--- src/shared/hcp_pkg.sv ---
// Shared constants and types for the host processor port
package hcp_pkg;

  // ****************************************
  // Widths
  // ****************************************
  localparam int unsigned HCP_ADDR_W = 5;
  localparam int unsigned HCP_DATA_W = 8;
  localparam int unsigned HCP_BE_W = 2;

  // ****************************************
  // Reset values, fixed levels and synchroniser depth
  // ****************************************
  localparam logic HCP_IRQ_IDLE_N = 1'h1;
  localparam logic HCP_OE_OFF_N = 1'h1;
  localparam logic HCP_OE_ON_N = 1'h0;
  localparam logic HCP_ACK_IDLE_FIRST = 1'h0;
  localparam logic HCP_ACK_IDLE_SECOND = 1'h1;
  localparam logic HCP_BI_FIRST = 1'h1;
  localparam logic HCP_BI_SECOND = 1'h0;
  localparam int unsigned HCP_SYNC_STAGES = 2;

  // Direction pin levels per mode
  localparam logic HCP_RW_WRITE_FIRST = 1'h0;
  localparam logic HCP_RW_WRITE_SECOND = 1'h1;

  // Field positions in the second-mode address phase
  localparam int unsigned HCP_MUX_ADDR_LSB = 2;

  // Address that clears the interrupt request when written
  localparam logic [HCP_ADDR_W-1:0] HCP_IRQ_CLR_ADDR = 5'h1F;

  // ****************************************
  // Transfer state, one-hot
  // ****************************************
  typedef enum logic [3:0] {
    HCP_ST_IDLE = 4'h1,
    HCP_ST_WDATA = 4'h2,
    HCP_ST_USER = 4'h4,
    HCP_ST_ACK = 4'h8
  } hcp_state_t;

  // Host pins gathered for synchronising
  typedef struct packed {
    logic mode_second;
    logic bus_clk;
    logic strobe_n;
    logic addr_latch;
    logic rd_wr_dir;
    logic [HCP_ADDR_W-1:0] addr;
    logic [HCP_BE_W-1:0] byte_en;
    logic [HCP_DATA_W-1:0] data;
  } hcp_pins_t;

  // Request toward the user logic
  typedef struct packed {
    logic wr;
    logic [HCP_ADDR_W-1:0] addr;
    logic [HCP_DATA_W-1:0] wdata;
  } hcp_req_t;

endpackage : hcp_pkg

--- src/core/hcp_host_cpu_port.sv ---
// Host processor port: two-mode synchronous eight-bit host interface
`timescale 1ns/1ns
`default_nettype none

module hcp_host_cpu_port (
  input wire logic clk_sys,
  input wire logic rst,
  input wire logic mode_second_in,
  input wire logic host_bus_clk,
  input wire logic xfer_strobe_in_n,
  input wire logic addr_latch_in,
  input wire logic rd_wr_dir_in,
  input wire logic [hcp_pkg::HCP_ADDR_W-1:0] addr_in,
  input wire logic [hcp_pkg::HCP_BE_W-1:0] byte_enable_in,
  input wire logic [hcp_pkg::HCP_DATA_W-1:0] data_in,
  output logic [hcp_pkg::HCP_DATA_W-1:0] data_out,
  output logic data_oe_n,
  output logic xfer_ack_out,
  output logic burst_inhibit_out,
  output logic host_irq_n,
  output logic user_req,
  output hcp_pkg::hcp_req_t user_req_info,
  input wire logic user_ack,
  input wire logic [hcp_pkg::HCP_DATA_W-1:0] user_rdata,
  input wire logic irq_event
);

  // ****************************************
  // Pin synchronisers
  // ****************************************
  hcp_pkg::hcp_pins_t pins_raw;
  hcp_pkg::hcp_pins_t pins_s;
  logic bus_clk_prev_q;
  logic host_edge;
  logic is_write;
  logic [hcp_pkg::HCP_ADDR_W-1:0] mux_addr;

  assign pins_raw = '{
    mode_second: mode_second_in,
    bus_clk: host_bus_clk,
    strobe_n: xfer_strobe_in_n,
    addr_latch: addr_latch_in,
    rd_wr_dir: rd_wr_dir_in,
    addr: addr_in,
    byte_en: byte_enable_in,
    data: data_in
  };

  hcp_sync #(
    .WIDTH($bits(hcp_pkg::hcp_pins_t))
  ) u_sync (
    .clk_sys(clk_sys),
    .rst(rst),
    .async_in(pins_raw),
    .sync_out(pins_s)
  );

  // ****************************************
  // Host clock edge detect
  // ****************************************
  // The host clock is far slower than clk_sys, so one edge per host period
  always_ff @(posedge clk_sys) begin
    if (rst) begin
      bus_clk_prev_q <= 1'h0;
    end else begin
      bus_clk_prev_q <= pins_s.bus_clk;
    end
  end

  assign host_edge = pins_s.bus_clk & ~bus_clk_prev_q;

  // Direction decode differs by mode
  assign is_write = pins_s.mode_second ? (pins_s.rd_wr_dir == hcp_pkg::HCP_RW_WRITE_SECOND)
                                       : (pins_s.rd_wr_dir == hcp_pkg::HCP_RW_WRITE_FIRST);

  // Second mode: upper address pins unused, byte enables form the low bits
  assign mux_addr = {pins_s.data[hcp_pkg::HCP_MUX_ADDR_LSB +: 3], pins_s.byte_en};

  // ****************************************
  // Transfer sequencer
  // ****************************************
  hcp_pkg::hcp_state_t state_q;
  logic [hcp_pkg::HCP_ADDR_W-1:0] latched_addr_q;
  logic ack_active;
  logic ack_done;
  logic [2:0] settle_q;

  // Synchroniser depth plus the ack flop and one cycle of margin
  localparam logic [2:0] ACK_SETTLE = 3'(hcp_pkg::HCP_SYNC_STAGES + 2);

  // Address latch for the multiplexed mode
  always_ff @(posedge clk_sys) begin
    if (rst) begin
      latched_addr_q <= '0;
    end else if (host_edge && pins_s.mode_second && pins_s.addr_latch) begin
      latched_addr_q <= mux_addr;
    end
  end

  always_ff @(posedge clk_sys) begin
    if (rst) begin
      state_q <= hcp_pkg::HCP_ST_IDLE;
      user_req <= 1'h0;
      user_req_info <= '0;
      data_out <= '0;
      data_oe_n <= hcp_pkg::HCP_OE_OFF_N;
    end else begin
      user_req <= 1'h0;
      case (state_q)
        hcp_pkg::HCP_ST_IDLE: begin
          data_oe_n <= hcp_pkg::HCP_OE_OFF_N;
          if (host_edge && !pins_s.strobe_n) begin
            user_req_info.wr <= is_write;
            if (pins_s.mode_second) begin
              // Latch enable in the same cycle as the strobe wins over the held address
              user_req_info.addr <= pins_s.addr_latch ? mux_addr : latched_addr_q;
            end else begin
              user_req_info.addr <= pins_s.addr;
            end
            if (is_write) begin
              state_q <= hcp_hcp_st(hcp_pkg::HCP_ST_WDATA);
            end else begin
              user_req <= 1'h1;
              state_q <= hcp_pkg::HCP_ST_USER;
            end
          end
        end
        hcp_pkg::HCP_ST_WDATA: begin
          // Write data is taken on the host edge after the strobe
          if (host_edge) begin
            user_req_info.wdata <= pins_s.data;
            user_req <= 1'h1;
            state_q <= hcp_pkg::HCP_ST_USER;
          end
        end
        hcp_pkg::HCP_ST_USER: begin
          if (user_ack) begin
            if (!user_req_info.wr) begin
              data_out <= user_rdata;
              data_oe_n <= hcp_pkg::HCP_OE_ON_N;
            end
            state_q <= hcp_pkg::HCP_ST_ACK;
          end
        end
        hcp_pkg::HCP_ST_ACK: begin
          // Acknowledge stands until the host samples it on its next edge
          if (ack_done) begin
            data_oe_n <= hcp_pkg::HCP_OE_OFF_N;
            state_q <= hcp_pkg::HCP_ST_IDLE;
          end
        end
        default: begin
          state_q <= hcp_pkg::HCP_ST_IDLE;
          data_oe_n <= hcp_pkg::HCP_OE_OFF_N;
        end
      endcase
    end
  end

  function automatic hcp_pkg::hcp_state_t hcp_hcp_st(input hcp_pkg::hcp_state_t s);
    hcp_hcp_st = s;
  endfunction : hcp_hcp_st

  assign ack_active = (state_q == hcp_pkg::HCP_ST_ACK);

  // ****************************************
  // Acknowledge settle count
  // ****************************************
  // A host rise seen within the synchroniser delay of the ack flop predates
  // the ack at the pin; ending on it would drop an ack the host never saw
  always_ff @(posedge clk_sys) begin
    if (rst) begin
      settle_q <= '0;
    end else if (!ack_active) begin
      settle_q <= ACK_SETTLE;
    end else if (settle_q != 3'h0) begin
      settle_q <= settle_q - 3'h1;
    end
  end

  assign ack_done = ack_active && host_edge && (settle_q == 3'h0);

  // ****************************************
  // Mode-dependent handshake outputs
  // ****************************************
  always_ff @(posedge clk_sys) begin
    if (rst) begin
      xfer_ack_out <= hcp_pkg::HCP_ACK_IDLE_FIRST;
      burst_inhibit_out <= hcp_pkg::HCP_BI_SECOND;
    end else if (pins_s.mode_second) begin
      xfer_ack_out <= ~ack_active;
      burst_inhibit_out <= hcp_pkg::HCP_BI_SECOND;
    end else begin
      xfer_ack_out <= ack_active;
      burst_inhibit_out <= hcp_pkg::HCP_BI_FIRST;
    end
  end

  // ****************************************
  // Interrupt request
  // ****************************************
  logic irq_clear;

  assign irq_clear = ack_done && user_req_info.wr
                     && (user_req_info.addr == hcp_pkg::HCP_IRQ_CLR_ADDR);

  // A new event in the clearing cycle keeps the request asserted
  always_ff @(posedge clk_sys) begin
    if (rst) begin
      host_irq_n <= hcp_pkg::HCP_IRQ_IDLE_N;
    end else if (irq_event) begin
      host_irq_n <= 1'h0;
    end else if (irq_clear) begin
      host_irq_n <= 1'h1;
    end
  end

endmodule : hcp_host_cpu_port

`default_nettype wire

--- src/core/hcp_sync.sv ---
// Two-stage synchroniser for a vector of host pins
`timescale 1ns/1ns
`default_nettype none

module hcp_sync #(
  parameter int unsigned WIDTH = 20
) (
  input wire logic clk_sys,
  input wire logic rst,
  input wire logic [WIDTH-1:0] async_in,
  output logic [WIDTH-1:0] sync_out
);

  logic [WIDTH-1:0] meta_q;

  // First stage feeds only the second stage
  always_ff @(posedge clk_sys) begin
    if (rst) begin
      meta_q <= '0;
      sync_out <= '0;
    end else begin
      meta_q <= async_in;
      sync_out <= meta_q;
    end
  end

endmodule : hcp_sync

`default_nettype wire

--- config.mk ---
export PLATFORM = sky130hd
export DESIGN_NAME = hcp_host_cpu_port
export DESIGN_NICKNAME = d
export VERILOG_FILES = /design/src/shared/hcp_pkg.sv /design/src/core/hcp_host_cpu_port.sv /design/src/core/hcp_sync.sv
export SDC_FILE = /design/constraint.sdc
export NUM_CORES = 1
export LEC_CHECK = 0
export BUFFER_PORTS_ARGS = -buffer_cell sky130_fd_sc_hd__clkbuf_2
export CAP_MARGIN = 30
export CORE_ASPECT_RATIO = 0.5
export CORE_MARGIN = 2
export CORE_UTILIZATION = 40
export DETAILED_ROUTE_END_ITERATION = 10
export GPL_ROUTABILITY_DRIVEN = 0
export GPL_TIMING_DRIVEN = 1
export PLACE_DENSITY = 0.72
export SLEW_MARGIN = 25
export SYNTH_ARGS = -nofsm -noshare
export SYNTH_HDL_FRONTEND = slang
export SYNTH_SLANG_ARGS = --single-unit
--- constraint.sdc ---
create_clock -name clk_sys -period 2.9 [get_ports clk_sys]
set_input_delay 0.725 -clock clk_sys [delete_from_list [all_inputs] [get_ports clk_sys]]
set_output_delay 0.725 -clock clk_sys [all_outputs]
set_load 0.05 [all_outputs]
=== Yosys cells after proc, flatten, opt, wreduce, memory -nomap -nowiden ===
Index checks and enable logic that the tools add are counted.

* Register bits: 80
* Input port bits: 32
* Output and inout port bits: 27
* Logic and storage cells: 74

* $add $sub $neg: 1
* Equality and inequality tests: 11
* Mux-type cells: 23
* Bitwise logic cells: 6
* Reductions and logical operators: 17

{| class="wikitable"
|+ Operators with widths
! cell !! number
|-
| 4-bit two-way mux || 4
|-
| 4-bit one-hot mux with 4 select lines || 1
|-
| 1-bit two-way mux || 11
|-
| 5-bit two-way mux || 2
|-
| 3-bit two-way mux || 3
|-
| 2-bit != test (second input constant) || 4
|-
| 4-bit AND reduction || 2
|-
| 1-bit logical AND || 7
|-
| 5-bit equality test (second input constant) || 1
|-
| 1-bit NOT || 5
|-
| 4-bit by 1-bit equality test with 1-bit output (second input constant) || 1
|-
| 4-bit by 2-bit equality test with 1-bit output (second input constant) || 1
|-
| 4-bit by 3-bit equality test with 1-bit output (second input constant) || 1
|-
| 4-bit equality test (second input constant) || 1
|-
| 2-bit by 1-bit != test with 1-bit output (second input constant) || 2
|-
| 2-bit AND reduction || 2
|-
| 3-bit logical NOT || 1
|-
| 1-bit one-hot mux with 3 select lines || 1
|-
| 3-bit AND reduction || 1
|-
| 3-bit nonzero test || 1
|-
| 3-bit by 1-bit subtractor with 3-bit output (second input constant) || 1
|-
| 1-bit one-hot mux with 2 select lines || 1
|-
| 2-bit nonzero test || 1
|-
| 2-bit OR reduction || 1
|-
| 2 further kinds || 2
|}

=== Longest topological paths before layout ===
* Depth in word-level cells: 8
* Depth in mapped cells: 6
* Gate-level depth less buffers: 6

=== Cells and area by module ===
A second synthesis with hierarchy kept.

* Cell total of the unflattened synthesis: 283
* Area, all modules: 2931.6 sq um

{| class="wikitable"
|+ By module, submodules not included
! module !! times used !! cells each !! area each (sq um) !! sequential area each (sq um)
|-
| hcp_host_cpu_port || 1 || 199 || 1775.5 || 800.8
|-
| hcp_sync || 1 || 84 || 1156.1 || 800.8
|}

=== Worst setup path before layout ===
No wires, ideal clock.

* Path kind: register to register
* Start point: register state_q[1]
* End point: register user_req_info[11] (netlist bit)
* Library setup time: 70 ps
* Data arrival time: 1532 ps
* Path slack: 1297 ps
* Stages on the path, launching flop included: 6
* Buffers on the path: 2
* Period minus slack after synthesis: 1603 ps
* Cell sequence: dfxtp_1 > or4b_1 > buf_2 > buf_6 > a2111o_1 > a21oi_1

* Word-level cells in the longest chain between the ends: 2

{| class="wikitable"
|+ RTL lines
! element !! line !! RTL
|-
| start: declaration || hcp_host_cpu_port.sv:82 || <nowiki>hcp_pkg::hcp_state_t state_q;</nowiki>
|-
| start signal: assignment || hcp_host_cpu_port.sv:102 || <nowiki>state_q <= hcp_pkg::HCP_ST_IDLE;</nowiki>
|-
| start signal: assignment || hcp_host_cpu_port.sv:121 || <nowiki>state_q <= hcp_hcp_st(hcp_pkg::HCP_ST_WDATA);</nowiki>
|-
| start signal: assignment || hcp_host_cpu_port.sv:124 || <nowiki>state_q <= hcp_pkg::HCP_ST_USER;</nowiki>
|-
| 4-bit by 1-bit equality test with 1-bit output || hcp_host_cpu_port.sv:109 || <nowiki>case (state_q)</nowiki>
|-
| 2-bit AND reduction (no source line) || - ||
|-
| end: declaration || hcp_host_cpu_port.sv:22 || <nowiki>output hcp_pkg::hcp_req_t user_req_info,</nowiki>
|}

No other way between the ends.
A chain may end at the register's enable or synchronous reset.

=== Final worst setup path ===
* Start point: register state_q[0]
* End point: register user_req_info[12] (netlist bit)

Same word-level chain as after synthesis.

==> out/qor.csv <==
stage,metric,value,unit
global_routing,overflow,0,
global_routing,grt_usage,16.1,%
placement,dp.cells,414,
timing,final.setup_skew,0.00555,ns
clock_network,post_cts_resized,0,
yosys,yosys_warnings,0,
timing,slew-limit-headroom,64.2,%
layout,multi_input_area,1110,µm²
detailed_routing,postRouteAntennaNets,0,
detailed_routing,drt_pass1_iterations,4,
yosys,synth.yosys.seq_area_share,56.8,%
yosys,syn-cell-area,2820,µm²
yosys,synth_top_area_share,56.8,%
clock_network,cts.sinks,80,
pwr,cellLeakagePower,1.43,nW
placement,place.port_buffers,58,
clock_network,clock_latency,0.33,ns
yosys,postSynthAreaPerCell,10.0,µm²
die,rows,21,
die,dieHeight,63.4,µm
timing,tightest_slew,0.537,ns
timing,layout_min_cycle_time,1.83,ns
layout,final_nets,368,
pwr,pwr-share-clk,46.3,%
layout,num-fill-cells,609,
worst_hold_path,min-delay-start,u_sync.meta_q[13],
timing,fin_crit_sh,63.1,%
worst_setup_path,critPathKind,reg -> reg,
pwr,vdd_drop_max,0.000298,V
worst_hold_path,hp-class,reg -> reg,
pwr,p_sw,0.561,mW
layout,seq_area,1600,µm²
yosys,netlist-cell-type-count,34,
job,drv_cap,0,
outcome,status,"complete, no violations",
clock_network,ctsHoldBuffers,0,
die,die_w,123,µm
die,ios,59,
timing,fin_tns_setup,0,ns
detailed_routing,wl,5620,µm
timing,fmax,0.547,GHz
timing,hold_ws,0.433,ns
detailed_routing,drt-initial-drc-count,84,
layout,final_area,3490,µm²
global_routing,grt_pass1_vias,2065,
die,initial_core_util,41.7,%
timing,final-hold-violation-count,0,
yosys,synth_cells,281,
yosys,ys_ff_latch,80,
worst_setup_path,r2r_start,state_q[0],
detailed_routing,wl_per_cell,13.1,µm
worst_setup_path,cp_max_fo,14,
layout,syn2layout_area_growth,23.7,%
layout,layoutNonFillerInstCount,430,
worst_setup_path,worst_setup_path_start_kind,flip-flop,
pwr,powerDensity,697,nW/µm²
worst_setup_path,required,3.15,ns
die,dieArea,7780,µm²
pwr,netSwitchingFraction,23.1,%
global_routing,grt_max_degree,81,
pwr,comb_power_share,6.0,%
detailed_routing,routed-via-count,2064,
placement,placed_cell_area,3180,µm²
global_routing,antenna_found_initial,0,
die,core-area,6750,µm²
clock_network,clock-root-buffer,clkbuf_16,
timing,rsz0062_at_grt,no,
placement,dp_hpwl,3920,µm
timing,finalMaxSlewViolations,0,
clock_network,cts_setup_buffers,0,
pwr,intPower,1.87,mW
worst_setup_path,end_kind,flip-flop,
worst_setup_path,setup.worst_path.start,state_q[0],
pwr,p_seq_share,47.8,%
detailed_routing,drc_errors,0,
detailed_routing,via_per_inst,4.80,
timing,setup_viol,0,
clock_network,cts_htree_levels,3,
clock_network,cts_tree,built,
worst_setup_path,arrival,2.08,ns
global_routing,grt_pass1_wl,9530,µm
clock_network,clkTransAtPathRegs,0.06,ns
pwr,p_total,2.43,mW
yosys,syn_nets,316,
clock_network,cts_buffers,9,
layout,diodes,0,
yosys,synth_largest_area_cell,dfxtp_1,
yosys,synth_area_leaders,"dfxtp_1 (57%), nor2b_1 (9.5%), a21oi_1 (4.4%)",
clock_network,clockBufferDepth,2,
layout,drive_gt1_share,24.6,%
==> critical path, stage by stage, from the launching register on <==
cell      delay (ns)
dfxtp_1         0.45
or4b_1          0.69
a2111o_1        0.43
a21oi_1         0.17
==> synthesized netlist by cell type <==
master and count:
dfxtp_1 80, buf_6 1, buf_1 2, or4b_2 3
a22oi_1 2, nor2b_1 43, ha_1 3, inv_1 6
o32a_1 1, or3b_2 1, a2111o_1 5, nand2b_1 3
nor3_1 3, o21ai_0 22, buf_2 1, mux2i_1 11
clkbuf_1 16, nand3_1 17, a211o_1 3, xor2_1 1
o41ai_1 1, nor3b_1 1, a211oi_1 1, nor4b_1 4
or4b_1 1, nand2_1 1, a21o_1 1, nor2_1 16
nand4_1 1, xnor2_1 2, nand3b_1 1, a21oi_1 25
clkbuf_2 1, nand4b_1 1
==> power by group through the flow <==
stage / Clock, mW / Combinational, mW / Sequential, mW
2_1_floorplan: 0 / 0.0993 / 1.19
3_3_place_gp: 0 / 0.139 / 1.18
3_5_place_dp: 0 / 0.146 / 1.18
4_1_cts: 1.14 / 0.147 / 1.16
5_1_grt: 1.20 / 0.163 / 1.16
6_report: 1.12 / 0.145 / 1.16
==> registers in the layout, summed over array words and instances, names as in the netlist, 3 cells and up <==
signal and flops:
u_sync.meta_q 20, user_req_info 14, u_sync.sync_out 20, state_q 4, latched_addr_q 5, data_out 8, settle_q 3
==> cells in the final DEF, fill, tap and decap left out, types with 2 or more instances in the layout <==
cell	count
mux2i_1	11
nor2b_1	43
nor2_1	16
xnor2_1	2
a22oi_1	2
inv_1	6
clkinvlp_4	2
o21ai_0	22
nor3_1	3
dfxtp_1	80
a21oi_1	25
nand3_1	17
a2111o_1	5
clkbuf_16	9
buf_4	3
clkbuf_2	58
ha_1	3
nand2b_1	3
a211o_1	3
nor4b_1	3
or4b_2	3
==> stage by stage <==
stage	utilization (%)	setup WS, ns
floorplan	-	1.30
global placement	47.2	1.22
detailed placement	47.2	1.10
CTS	51.7	1.08
global route	51.7	0.942
finish	51.7	1.07
==> kinds of logic (layout without fill, tap and decap cells) <==
group,after synthesis,count (layout),share of synthesized area [%]
AO/OA/AOI/OAI,61,61,13.0
AND/OR/NAND/NOR,96,96,20.1
flip-flops,80,80,56.8
multiplexers,11,11,3.91
XOR/XNOR,3,3,0.932
buffers and inverters,27,84,3.95
adder cells (fa/ha/maj),3,3,1.33
==> area by class of cell <==
cell class	instances	area share (%)
flip-flops and latches	80	45.9
multi-input cells	174	31.9
repair buffers	62	9.54
clock buffers	9	6.46
well taps	92	3.30
clock inverters	7	2.26
inverters	6	0.646
==> per-layer routing <==
layer | wire, µm | GRT usage [%] | vias to the layer above | share of wire (%)
li1 | - | - | 1070 | -
met5 | 0 | 0 | - | 0
met4 | 143 | 8.33 | 0 | 2.5
met3 | 265 | 5.98 | 12 | 4.7
met1 | 2610 | 20.0 | 936 | 46
met2 | 2610 | 24.4 | 46 | 46
==> path summary, 6_finish.rpt <==
check                              to  slack [ns]  depth (start not counted)
hold reg to reg   u_sync.sync_out[13]        0.43                          1
hold / removal    u_sync.sync_out[13]        0.43                          1
setup / recovery    user_req_info[12]        1.07                          3
setup reg to reg    user_req_info[12]        1.07                          3
Note: power is estimated with default switching activity, not from simulation.
